File: src/core/vcmp_pkg.sv
// Shared constants and carrier types for the vector compare / convert unit.
// Assumes a single core clock; issue logic and bus master share that clock.
package vcmp_pkg;

	// ----------------------------------------
	// Instruction fields (bit 0 = LSB)
	// ----------------------------------------
	localparam logic [5:0]  PRIMARY_VEC  = 6'h04;
	localparam int          PRIMARY_LSB  = 26;
	localparam int          SCALE_LSB    = 16;
	localparam int          RECORD_POS   = 10;
	localparam logic [9:0]  XO_GT_FP     = 10'h2C6;
	localparam logic [9:0]  XO_GT_SB     = 10'h306;
	localparam logic [9:0]  XO_GT_SH     = 10'h346;
	localparam logic [9:0]  XO_GT_SW     = 10'h386;
	localparam logic [9:0]  XO_GT_UB     = 10'h206;
	localparam logic [9:0]  XO_GT_UH     = 10'h246;
	localparam logic [9:0]  XO_GT_UW     = 10'h286;
	localparam logic [10:0] XO_CVT_SX    = 11'h3CA;

	// ----------------------------------------
	// Lane sizes
	// ----------------------------------------
	localparam logic [1:0]  SZ_BYTE      = 2'h0;
	localparam logic [1:0]  SZ_HALF      = 2'h1;
	localparam logic [1:0]  SZ_WORD      = 2'h2;

	// ----------------------------------------
	// Conversion limits
	// ----------------------------------------
	localparam logic [31:0] SINT_MAX     = 32'h7FFFFFFF;
	localparam logic [31:0] SINT_MIN     = 32'h80000000;
	localparam logic [9:0]  SHIFT_BIAS   = 10'h096;
	localparam logic [9:0]  SHIFT_SAT    = 10'h008;
	localparam logic [9:0]  SHIFT_ZERO   = 10'h3E8;
	localparam logic [23:0] MANT_MIN_NEG = 24'h800000;

	// ----------------------------------------
	// Register map
	// ----------------------------------------
	localparam logic [31:0] VSC_OFFSET   = 32'h00000000;
	localparam logic [31:0] CRF_OFFSET   = 32'h00000004;
	localparam int          CLAMP_BIT    = 0;
	localparam int          FLUSH_BIT    = 16;
	localparam logic        CLAMP_RESET  = 1'b0;
	localparam logic        FLUSH_RESET  = 1'b0;
	localparam logic [3:0]  CRF_RESET    = 4'h0;
	localparam logic [1:0]  RESP_OKAY    = 2'h0;
	localparam logic [1:0]  RESP_SLVERR  = 2'h2;

	// ----------------------------------------
	// Carriers
	// ----------------------------------------
	typedef struct packed {
		logic         valid;
		logic [31:0]  instr;
		logic [127:0] source_a_operand;
		logic [127:0] source_b_operand;
	} issue_type;

	typedef struct packed {
		logic         valid;
		logic [127:0] destination_operand;
		logic         cr_we;
		logic [3:0]   compare_result_field;
	} result_type;

	typedef struct packed {
		logic        awvalid;
		logic [31:0] awaddr;
		logic        wvalid;
		logic [31:0] wdata;
		logic [3:0]  wstrb;
		logic        bready;
		logic        arvalid;
		logic [31:0] araddr;
		logic        rready;
	} axi_m2s_type;

	typedef struct packed {
		logic        awready;
		logic        wready;
		logic        bvalid;
		logic [1:0]  bresp;
		logic        arready;
		logic        rvalid;
		logic [31:0] rdata;
		logic [1:0]  rresp;
	} axi_s2m_type;

endpackage

File: src/core/fp_to_sfix.sv
// One single-precision word to saturated signed fixed point.
// Assumes scale_exponent is the 5-bit unsigned immediate.
`timescale 1ns/1ns
module fp_to_sfix (
	input  wire logic [31:0] i_word,
	input  wire logic [4:0]  i_scale,
	output logic      [31:0] o_fixed,
	output logic             o_clamp
);
	import vcmp_pkg::*;

	logic [7:0]  exp_f;
	logic [23:0] mant;
	logic [9:0]  shift;
	logic [9:0]  rshift;
	logic [31:0] mag;
	logic        is_nan;
	logic        is_inf;
	logic        over;

	// ----------------------------------------
	// Scaled truncating convert
	// ----------------------------------------
	always_comb begin
		exp_f  = i_word[30:23];
		mant   = {|exp_f, i_word[22:0]};
		is_nan = (&exp_f) & (|i_word[22:0]);
		is_inf = (&exp_f) & ~(|i_word[22:0]);
		shift  = {2'h0, exp_f} + {5'h00, i_scale} - SHIFT_BIAS;
		rshift = 10'h000 - shift;
		mag    = 32'h00000000;
		if (!shift[9]) begin
			mag = {8'h00, mant} << shift[3:0];
		end else if (shift > SHIFT_ZERO) begin
			mag = {8'h00, mant} >> rshift[4:0];
		end
		over = is_inf
			| (!shift[9] && shift > SHIFT_SAT)
			| (shift == SHIFT_SAT && !(i_word[31] && mant == MANT_MIN_NEG));
		o_clamp = 1'b0;
		if (is_nan) begin
			o_fixed = 32'h00000000;
		end else if (over) begin
			o_fixed = i_word[31] ? SINT_MIN : SINT_MAX;
			o_clamp = 1'b1;
		end else begin
			o_fixed = i_word[31] ? 32'h00000000 - mag : mag;
		end
	end

endmodule

File: src/core/vcmp_gt_cvt.sv
// Vector greater-than compares and signed fixed-point convert, with an
// AXI4-Lite window on the vector status/control bits.
// Assumes issue logic and the bus master run on I_CLOCK.
//
// Operation
// - Float compare: word lane all ones when A exceeds B, else zeros.
// - Float compare: a NaN in either lane gives a zero word.
// - Signed byte compare over sixteen lanes, mask ones when A greater.
// - Signed halfword compare over eight lanes, mask ones when A greater.
// - Signed word compare over four lanes, mask ones when A greater.
// - Unsigned byte compare over sixteen lanes, mask ones when A greater.
// - Unsigned halfword compare over eight lanes, mask ones when A greater.
// - Unsigned word compare over four lanes, mask ones when A greater.
// - Recorded field is all-true, zero, none-true, zero from the top.
// - Result field changes only when the record bit is set.
// - Convert scales B words by two to the scale, truncates to integer.
// - Convert clamps to the signed 32-bit maximum and minimum.
// - Converted word holds 32 minus scale integer bits, then fraction bits.
// - Convert truncates toward zero only; other rounding is software's job.
// - Saturation sets the clamp flag and touches nothing else.
// - With denormal flush on, denormal compare inputs count as zero.
//
// Chosen here: the AXI4-Lite register port and the placing of the registers.
`timescale 1ns/1ns
module vcmp_gt_cvt (
	input  wire logic                  I_CLOCK,
	input  wire logic                  I_SRST,
	input  wire vcmp_pkg::issue_type   I_ISSUE,
	input  wire vcmp_pkg::axi_m2s_type I_AXI,
	output vcmp_pkg::result_type       O_RESULT,
	output vcmp_pkg::axi_s2m_type      O_AXI
);
	import vcmp_pkg::*;

	// ----------------------------------------
	// Types
	// ----------------------------------------
	typedef enum logic [8:0] {
		OP_NONE = 9'b000000001,
		OP_GTFP = 9'b000000010,
		OP_GTSB = 9'b000000100,
		OP_GTSH = 9'b000001000,
		OP_GTSW = 9'b000010000,
		OP_GTUB = 9'b000100000,
		OP_GTUH = 9'b001000000,
		OP_GTUW = 9'b010000000,
		OP_CVSX = 9'b100000000
	} op_type;

	typedef struct packed {
		result_type  res;
		logic        clamp_flag;
		logic        denormal_flush;
		axi_s2m_type bus;
		logic        have_aw;
		logic [31:0] aw_addr;
		logic        have_w;
		logic [31:0] w_data;
		logic [3:0]  w_strb;
	} state_type;

	// ----------------------------------------
	// Signals
	// ----------------------------------------
	state_type    s_r;
	state_type    s_nxt;
	op_type       op;
	logic [127:0] mask;
	logic [127:0] cvt_data;
	logic [3:0]   cvt_clamp;
	logic         do_write;
	logic         aw_take;
	logic         w_take;
	logic         ar_take;

	// ----------------------------------------
	// Helpers
	// ----------------------------------------
	function automatic op_type decode(input logic [31:0] instr);
		op_type o;
		o = OP_NONE;
		if (instr[31:PRIMARY_LSB] == PRIMARY_VEC) begin
			if (instr[10:0] == XO_CVT_SX) begin
				o = OP_CVSX;
			end else begin
				case (instr[9:0])
					XO_GT_FP: o = OP_GTFP;
					XO_GT_SB: o = OP_GTSB;
					XO_GT_SH: o = OP_GTSH;
					XO_GT_SW: o = OP_GTSW;
					XO_GT_UB: o = OP_GTUB;
					XO_GT_UH: o = OP_GTUH;
					XO_GT_UW: o = OP_GTUW;
					default:  o = OP_NONE;
				endcase
			end
		end
		return o;
	endfunction

	// Sign bit flipped so one unsigned compare serves both kinds
	function automatic logic [127:0] int_gt(
		input logic [127:0] a,
		input logic [127:0] b,
		input logic [1:0]   sz,
		input logic         sgn
	);
		logic [127:0] m;
		m = '0;
		unique case (sz)
			SZ_BYTE: begin
				for (int i = 0; i < 16; i++) begin
					m[i*8 +: 8] = {8{(a[i*8 +: 8] ^ {sgn, 7'h00})
						> (b[i*8 +: 8] ^ {sgn, 7'h00})}};
				end
			end
			SZ_HALF: begin
				for (int i = 0; i < 8; i++) begin
					m[i*16 +: 16] = {16{(a[i*16 +: 16] ^ {sgn, 15'h0000})
						> (b[i*16 +: 16] ^ {sgn, 15'h0000})}};
				end
			end
			SZ_WORD: begin
				for (int i = 0; i < 4; i++) begin
					m[i*32 +: 32] = {32{(a[i*32 +: 32] ^ {sgn, 31'h00000000})
						> (b[i*32 +: 32] ^ {sgn, 31'h00000000})}};
				end
			end
			default: m = '0;
		endcase
		return m;
	endfunction

	function automatic logic fp_gt(
		input logic [31:0] a,
		input logic [31:0] b,
		input logic        flush
	);
		logic [30:0] ma;
		logic [30:0] mb;
		logic        sa;
		logic        sb;
		logic        gt;
		ma = a[30:0];
		mb = b[30:0];
		if (flush && a[30:23] == 8'h00) begin
			ma = 31'h00000000;
		end
		if (flush && b[30:23] == 8'h00) begin
			mb = 31'h00000000;
		end
		sa = a[31] & (|ma);
		sb = b[31] & (|mb);
		if (sa != sb) begin
			gt = sb;
		end else if (!sa) begin
			gt = ma > mb;
		end else begin
			gt = ma < mb;
		end
		if ((&a[30:23] && |a[22:0]) || (&b[30:23] && |b[22:0])) begin
			gt = 1'b0;
		end
		return gt;
	endfunction

	function automatic logic [127:0] fp_gt4(
		input logic [127:0] a,
		input logic [127:0] b,
		input logic         flush
	);
		logic [127:0] m;
		m = '0;
		for (int i = 0; i < 4; i++) begin
			m[i*32 +: 32] = {32{fp_gt(a[i*32 +: 32], b[i*32 +: 32], flush)}};
		end
		return m;
	endfunction

	// ----------------------------------------
	// Bus helpers
	// ----------------------------------------
	function automatic logic is_map(input logic [31:0] addr, input logic [31:0] off);
		return {addr[31:2], 2'h0} == off;
	endfunction

	// Summary field of a whole mask
	function automatic logic [3:0] field_of(input logic [127:0] m);
		return {&m, 1'b0, ~|m, 1'b0};
	endfunction

	// Read response and data of one register word
	function automatic logic [33:0] read_word(
		input logic [31:0] addr,
		input state_type   s
	);
		logic [33:0] q;
		q = {RESP_OKAY, 32'h00000000};
		if (is_map(addr, VSC_OFFSET)) begin
			q[CLAMP_BIT] = s.clamp_flag;
			q[FLUSH_BIT] = s.denormal_flush;
		end else if (is_map(addr, CRF_OFFSET)) begin
			q[3:0] = s.res.compare_result_field;
		end else begin
			q[33:32] = RESP_SLVERR;
		end
		return q;
	endfunction

	// ----------------------------------------
	// Convert lanes
	// ----------------------------------------
	for (genvar g = 0; g < 4; g++) begin : g_cvt
		fp_to_sfix u_cvt (
			.i_word  (I_ISSUE.source_b_operand[g*32 +: 32]),
			.i_scale (I_ISSUE.instr[SCALE_LSB +: 5]),
			.o_fixed (cvt_data[g*32 +: 32]),
			.o_clamp (cvt_clamp[g])
		);
	end

	// ----------------------------------------
	// Next state
	// ----------------------------------------
	always_comb begin
		s_nxt = s_r;
		op = decode(I_ISSUE.instr);
		mask = '0;
		s_nxt.res.valid = 1'b0;
		s_nxt.res.cr_we = 1'b0;

		// ----------------------------------------
		// Bus handshakes
		// ----------------------------------------
		aw_take = I_AXI.awvalid & s_r.bus.awready;
		w_take = I_AXI.wvalid & s_r.bus.wready;
		ar_take = I_AXI.arvalid & s_r.bus.arready;
		if (aw_take) begin
			s_nxt.have_aw = 1'b1;
			s_nxt.aw_addr = I_AXI.awaddr;
		end
		if (w_take) begin
			s_nxt.have_w = 1'b1;
			s_nxt.w_data = I_AXI.wdata;
			s_nxt.w_strb = I_AXI.wstrb;
		end
		if (s_r.bus.bvalid && I_AXI.bready) begin
			s_nxt.bus.bvalid = 1'b0;
		end

		// ----------------------------------------
		// Write channel
		// ----------------------------------------
		do_write = s_r.have_aw & s_r.have_w & ~s_r.bus.bvalid;
		if (do_write) begin
			s_nxt.have_aw = 1'b0;
			s_nxt.have_w = 1'b0;
			s_nxt.bus.bvalid = 1'b1;
			s_nxt.bus.bresp = RESP_OKAY;
			if (is_map(s_r.aw_addr, VSC_OFFSET)) begin
				if (s_r.w_strb[CLAMP_BIT/8]) begin
					s_nxt.clamp_flag = s_r.w_data[CLAMP_BIT];
				end
				if (s_r.w_strb[FLUSH_BIT/8]) begin
					s_nxt.denormal_flush = s_r.w_data[FLUSH_BIT];
				end
			end else if (!is_map(s_r.aw_addr, CRF_OFFSET)) begin
				s_nxt.bus.bresp = RESP_SLVERR;
			end
		end
		s_nxt.bus.awready = ~s_nxt.have_aw & ~s_nxt.bus.bvalid;
		s_nxt.bus.wready = ~s_nxt.have_w & ~s_nxt.bus.bvalid;

		// ----------------------------------------
		// Read channel
		// ----------------------------------------
		if (s_r.bus.rvalid && I_AXI.rready) begin
			s_nxt.bus.rvalid = 1'b0;
		end
		if (ar_take) begin
			s_nxt.bus.rvalid = 1'b1;
			{s_nxt.bus.rresp, s_nxt.bus.rdata} = read_word(I_AXI.araddr, s_r);
		end
		s_nxt.bus.arready = ~s_nxt.bus.rvalid;

		// ----------------------------------------
		// Execute
		// ----------------------------------------
		if (I_ISSUE.valid) begin
			unique case (op)
				OP_GTFP: mask = fp_gt4(I_ISSUE.source_a_operand,
					I_ISSUE.source_b_operand, s_r.denormal_flush);
				OP_GTSB: mask = int_gt(I_ISSUE.source_a_operand,
					I_ISSUE.source_b_operand, SZ_BYTE, 1'b1);
				OP_GTSH: mask = int_gt(I_ISSUE.source_a_operand,
					I_ISSUE.source_b_operand, SZ_HALF, 1'b1);
				OP_GTSW: mask = int_gt(I_ISSUE.source_a_operand,
					I_ISSUE.source_b_operand, SZ_WORD, 1'b1);
				OP_GTUB: mask = int_gt(I_ISSUE.source_a_operand,
					I_ISSUE.source_b_operand, SZ_BYTE, 1'b0);
				OP_GTUH: mask = int_gt(I_ISSUE.source_a_operand,
					I_ISSUE.source_b_operand, SZ_HALF, 1'b0);
				OP_GTUW: mask = int_gt(I_ISSUE.source_a_operand,
					I_ISSUE.source_b_operand, SZ_WORD, 1'b0);
				OP_CVSX: mask = cvt_data;
				OP_NONE: mask = '0;
			endcase
			if (op != OP_NONE) begin
				s_nxt.res.valid = 1'b1;
				s_nxt.res.destination_operand = mask;
			end
			if (op != OP_NONE && op != OP_CVSX && I_ISSUE.instr[RECORD_POS]) begin
				s_nxt.res.cr_we = 1'b1;
				s_nxt.res.compare_result_field = field_of(mask);
			end
			// Set wins over a same-cycle software clear
			if (op == OP_CVSX && |cvt_clamp) begin
				s_nxt.clamp_flag = 1'b1;
			end
		end
	end

	// ----------------------------------------
	// State register
	// ----------------------------------------
	always_ff @(posedge I_CLOCK) begin
		if (I_SRST) begin
			s_r <= '0;
			s_r.clamp_flag <= CLAMP_RESET;
			s_r.denormal_flush <= FLUSH_RESET;
			s_r.res.compare_result_field <= CRF_RESET;
		end else begin
			s_r <= s_nxt;
		end
	end

	// ----------------------------------------
	// Outputs
	// ----------------------------------------
	assign O_RESULT = s_r.res;
	assign O_AXI = s_r.bus;

endmodule

File: config.mk
export PLATFORM = sky130hd
export DESIGN_NAME = vcmp_gt_cvt
export DESIGN_NICKNAME = d
export VERILOG_FILES = /design/src/core/vcmp_pkg.sv /design/src/core/fp_to_sfix.sv /design/src/core/vcmp_gt_cvt.sv
export SDC_FILE = /design/constraint.sdc
export NUM_CORES = 2
export LEC_CHECK = 0
export BUFFER_PORTS_ARGS = -buffer_cell sky130_fd_sc_hd__buf_2
export CELL_PAD_IN_SITES_DETAIL_PLACEMENT = 1
export CELL_PAD_IN_SITES_GLOBAL_PLACEMENT = 1
export CORE_MARGIN = 2
export CORE_UTILIZATION = 45
export DETAILED_ROUTE_END_ITERATION = 10
export PLACE_DENSITY = 0.92
export SYNTH_ARGS = -nofsm -noshare
export SYNTH_HDL_FRONTEND = slang
export SYNTH_SLANG_ARGS = --single-unit
export TNS_END_PERCENT = 10
File: constraint.sdc
create_clock -name I_CLOCK -period 21.9 [get_ports I_CLOCK]
set_input_delay 4.38 -clock I_CLOCK [delete_from_list [all_inputs] [get_ports I_CLOCK]]
set_output_delay 4.38 -clock I_CLOCK [all_outputs]
set_load 0.02 [all_outputs]
-- Yosys cells after proc, flatten, opt, wreduce, memory -nomap -nowiden
Index checks and enable logic that the tools add are counted.
- input port bits: 396
- output and inout port bits: 175
- flip-flop bits (word level): 218
- reduce and logical (&&, ||, !) cells: 91
- add/sub/neg operators: 16
- muxes and demuxes: 97
- equality and inequality tests: 34
- bitwise logic cells: 73
- $lt $le $gt $ge: 72
- shift-type cells: 8
- operators with widths (cell ; count):
    one-hot mux 128 bit (9 select lines) ; 1
    two-way mux 32 bit ; 24
    two-way mux 31 bit ; 24
    > comparator 16 bit ; 16
    > comparator 32 bit ; 8
    > comparator 8 bit ; 32
    OR reduction 31 bit ; 8
    OR reduction 23 bit ; 8
    two-way mux 129 bit ; 1
    two-way mux 128 bit ; 1
    AND reduction 128 bit ; 1
    OR reduction 128 bit ; 1
    << shifter 24 x 4 -> 32 bit ; 4
    >> shifter 24 x 5 -> 32 bit ; 4
    subtractor 1 x 32 -> 32 bit, first input constant ; 4
    > comparator 31 bit ; 4
    < comparator 31 bit ; 4
    == test 24 bit, second input constant ; 4
    == test 10 bit, second input constant ; 7
    zero test 8 bit ; 8
    AND reduction 8 bit ; 8
    == test 30 x 1 -> 1 bit, second input constant ; 2
    zero test 30 bit ; 2
    one-hot mux 8 bit (7 select lines) ; 1
    40 further kinds ; 214

-- Depth between registers and ports, before layout
- depth after elaboration: 17
- gate-level depth with buffers: 30

-- Cells and area by module
From an unflattened synthesis, not the netlist that was laid out.
- cells, all modules: 5702
- area, all modules: 40697.8 µm²
- by module, submodules not included (module ; times used ; cells an instance ; area an instance (µm²)):
    vcmp_gt_cvt ; 1 ; 2734 ; 19387.3
    fp_to_sfix (g_cvt[1].u_cvt ...) ; 3 ; 743 ; 5305.1
    fp_to_sfix (g_cvt[0].u_cvt) ; 1 ; 739 ; 5395.2

-- Least setup slack after synthesis
OpenSTA, ideal clock, no wires.
- path type: input -> register
- from: input port I_ISSUE[273] in the netlist's numbering
- to: register s_r (netlist bit O_RESULT[3])
- cell stages on the path: 30
- arrival: 10491 ps
- slack: 11340 ps
- library setup time: 69 ps
- cell sequence: inv_1 -> ha_1 -> inv_1 -> ha_1 -> clkbuf_1 -> inv_2 -> buf_1 -> ha_1 -> buf_2 -> buf_6 -> buf_6 -> buf_2 -> mux4_2 -> and2_1 -> a31oi_1 -> nor2_1 -> mux2_2 -> a22o_1 -> inv_1 -> ha_1 -> o21ai_0 -> a2111o_1 -> o22a_1 -> a211oi_4 -> and4_1 -> a21oi_1 -> o31ai_1 -> nand4_1 -> or4_1 -> o21ai_1
- cells in the longest elaborated chain, start to end: 13
- elaborated cells between the ends (all ways): 79
- classes of those cells: 16 x add/sub; 8 x order compare; 4 x eq/ne; 8 x shift; 22 x mux; 8 x bitwise; 13 x reduce/logical
- RTL lines (what ; RTL line ; text):
    start, declared ; vcmp_gt_cvt.sv:28 ; input wire vcmp_pkg::issue_type I_ISSUE,
    adder 8 x 5 -> 9 bit ; fp_to_sfix.sv:29 ; shift = {2'h0, exp_f} + {5'h00, i_scale} - SHIFT_BIAS;
    subtractor 9 x 8 -> 10 bit ; fp_to_sfix.sv:29 ;
    subtractor 1 x 5 -> 5 bit ; fp_to_sfix.sv:30 ; rshift = 10'h000 - shift;
    >> shifter 24 x 5 -> 32 bit ; fp_to_sfix.sv:35 ; mag = {8'h00, mant} >> rshift[4:0];
    two-way mux 32 bit ; fp_to_sfix.sv:34 ; end else if (shift > SHIFT_ZERO) begin
    two-way mux 32 bit ; fp_to_sfix.sv:32 ; if (!shift[9]) begin
    subtractor 1 x 32 -> 32 bit ; fp_to_sfix.sv:47 ; o_fixed = i_word[31] ? 32'h00000000 - mag : mag;
    two-way mux 32 bit ; fp_to_sfix.sv:47 ;
    two-way mux 32 bit ; fp_to_sfix.sv:43 ; end else if (over) begin
    two-way mux 32 bit ; fp_to_sfix.sv:41 ; if (is_nan) begin
    one-hot mux 128 bit (9 select lines) (*) ; vcmp_gt_cvt.sv:290 ; unique case (op)
    two-way mux 128 bit (*) ; vcmp_gt_cvt.sv:289 ; if (I_ISSUE.valid) begin
    AND reduction 128 bit (*) ; vcmp_gt_cvt.sv:189 ; return {&m, 1'b0, ~|m, 1'b0};
    end signal, assigned ; vcmp_gt_cvt.sv:333 ; s_r <= s_nxt;
    end, declared ; vcmp_gt_cvt.sv:65 ; state_type s_r;
Every way passes the cells marked *; elsewhere a longest branch is shown, timed or not. The select of a mux whose other input is x is not followed.
A chain may end at the register's enable or synchronous reset.

-- Worst setup path after layout
Ends and elaborated chain as after synthesis.

==> summary.txt <==
status = finished, final reports clean
total track usage = 40.0%
Setup TNS Final = 0 ps
Slowest-stage cell, CP = o31ai_1
GR Overflow Total = 0
WL final = 190 mm
ys flop type = dfxtp_1
Netlist Area Pre-Place = 0.0397 mm²
worst-skew pair later-pin latency = 470 ps
Max clock buf depth = 2
TritonCTS Buffers = 17
commonest non-fill, non-tap cell in the layout = nand2_1
Critical Path Sink Type = flop
Design Area, Final = 0.0421 mm²
setup violators final = 0
H-Tree Depth = 4
register area share after synthesis = 9.12%
Sw Pwr = 1.50 mW
Max Slew Vio Count = 0
# IOs = 571
PortBufs = 492
min cycle time layout = 12100 ps
clock network power share = 11.9%
Power Density = 64.6 mW/mm²
synth warn = 0
Die Span Y = 301 µm
synthesis-stage register bit count = 181
max-cap violations = 0
largest net degree at the start of global routing = 82
Critical Path RT = 22290 ps
Final ANT Viol Nets = 0
Post-synth EDFFs = 0
DRC = 0
switching portion of total power = 55.3%
layout cells sized above 1 = 17.4%
core area = 0.0872 mm²
clock-pin slew of the registers on the worst-case setup and hold paths = 70 ps
Initial Utilization = 45.6%
vias in the first global route = 46200
Combinational Power Share = 75.7%
# rows = 108
maximum clock rate = 82.7 MHz
Worst path max stage delay = 740 ps
Iteration-0 DRC Markers = 5515
Distinct cells, synth = 119
register share of total power = 12.4%
fin nets = 6294
clk_skew = 18.2 ps
number of hold buffers added after cts = 0
Die X = 301 µm
clock sinks = 181
Hold WS = 457 ps
Hold Fails Final Rpt = 0
first-pass GRT wire length = 282 mm
cell repeated most along the worst path = inv_1
Cell Int Power = 1.21 mW
TritonRoute pass-1 iters = 8
Leak Pwr = 18.3 nW
P&R area growth vs syn = 5.85%
Post-synth ARST share = 0%
GP Congestion = 1.07
Util after Layout = 48.3%
die footprint = 0.0907 mm²
most frequent cells in the layout = 659 x nand2_1, 491 x buf_2, 455 x a21oi_1
flop2flop setup slack = 15480 ps
Critical Path AT = 12480 ps
# resized after CTS = 0
Crit Path Max Fanout = 60
CTS tree = done
detailed-route via count = 46800
postcts setup bufs = 0
Synth Instances = 5525
initial antenna violation count = 12
slew of the pin with the lowest slew margin = 1340 ps
routed length per instance = 28.2 µm
CP Class = input port to flop
period utilization = 55.2%
Via density = 6.96
worst vdd ir = 63.2 µV
Syn Area/Cell = 7.19 µm²
RSZ-0062 raised after global routing = no
hpwl dp = 150 mm
Hold/Removal Path Class = flop to flop
CP Launch Type = input port
CTS Root Cell = clkbuf_16
Worst slew margin = 8.27%
Placement Cell Area = 0.0415 mm²
[power by group through the flow]
stage | clock network, mW | registers, mW | logic, mW
after floorplan | 0 | 0.343 | 1.42
after global placement | 0 | 0.343 | 1.91
after detailed placement | 0 | 0.343 | 1.97
after CTS | 0.326 | 0.336 | 1.98
after global routing | 0.341 | 0.336 | 2.18
final | 0.324 | 0.336 | 2.06
[routing by layer]
metal  vias up  part of all wire, %  track usage, %
li1      20500                    -               -
met1     22800                   39            50.1
met2      2832                   44            62.1
met3       680                   10            9.48
met4         8                  7.0            24.4
met5         -                0.031               0
[sequential cells by signal, indices dropped and copies added, names as in the netlist]
name and count:
s_r 38, O_RESULT 132, O_AXI 11
[logic make-up (layout without fill, tap and decap cells)]
kind of cell | count (synthesis) | in the layout | share of synthesized area [%]
xor+xnor | 68 | 68 | 1.87
compound gates | 1529 | 1529 | 25.4
flops | 181 | 181 | 9.12
simple gates | 2063 | 2063 | 25.7
mux | 473 | 473 | 16.7
buf+inv | 866 | 877 | 10.4
other cells | 1 | 35 | 0.00944
fa+ha+maj | 344 | 344 | 10.9
[path summary, 6_finish.rpt]
check	from	end	cells past startpoint
max	I_ISSUE[273]	O_RESULT[3]	26
min	O_RESULT[10]	O_RESULT[10]	2
max reg2reg	s_r[111]	O_RESULT[3]	18
min reg2reg	O_RESULT[10]	O_RESULT[10]	2
[worst max-delay path, delay by kind of cell]
| kind | cells | cell delay, ps |
|---|---|---|
| buffers and inverters | 6 | 1510 |
| AND/OR/NAND/NOR | 3 | 1110 |
| AO/OA/AOI/OAI | 8 | 2440 |
| multiplexers | 4 | 960 |
| XOR/XNOR | 1 | 680 |
| adder cells (fa/ha/maj) | 4 | 1320 |
[through the flow]
stage / setup WS [ps] / instances / power [mW]
floorplan: 11340 / 5556 / 1.76
global placement: 9780 / 6690 / 2.26
detailed placement: 9610 / 6690 / 2.31
CTS: 10070 / 6722 / 2.64
global route: 9520 / 6724 / 2.86
finish: 9800 / 6725 / 2.72
[final cells by class]
class,count,area [µm²]
Sequential cell,181,3620
Multi-Input combinational cell,4509,32200
Timing Repair Buffer,589,3200
Clock buffer,17,425
Clock inverter,15,159
Tap cell,1155,1450
Fill cell,11300,45100
Antenna cell,3,7.51
Inverter,256,961
[synthesized netlist by cell type, types with 57 or more instances]
cell type  count  share of area (%)
and2_1       116                1.8
a21oi_1      455                5.7
inv_1        248                2.3
nand4_1      106                1.7
nand2_1      659                6.2
mux2_2        82                2.3
nor4_1       102                1.6
ha_1         340                 11
a31oi_1       57               0.90
clkbuf_1     299                2.8
buf_4        189                3.6
nor3_1       132                1.7
o211ai_1      74                1.4
mux2i_1      239                6.0
a211oi_1      73                1.4
buf_2         71               0.89
o21ai_0      296                3.7
nand3_1      171                2.2
nor2_1       428                4.0
mux4_2       139                7.9
dfxtp_1      181                9.1
No activity file was read; power rests on OpenSTA's default activity.
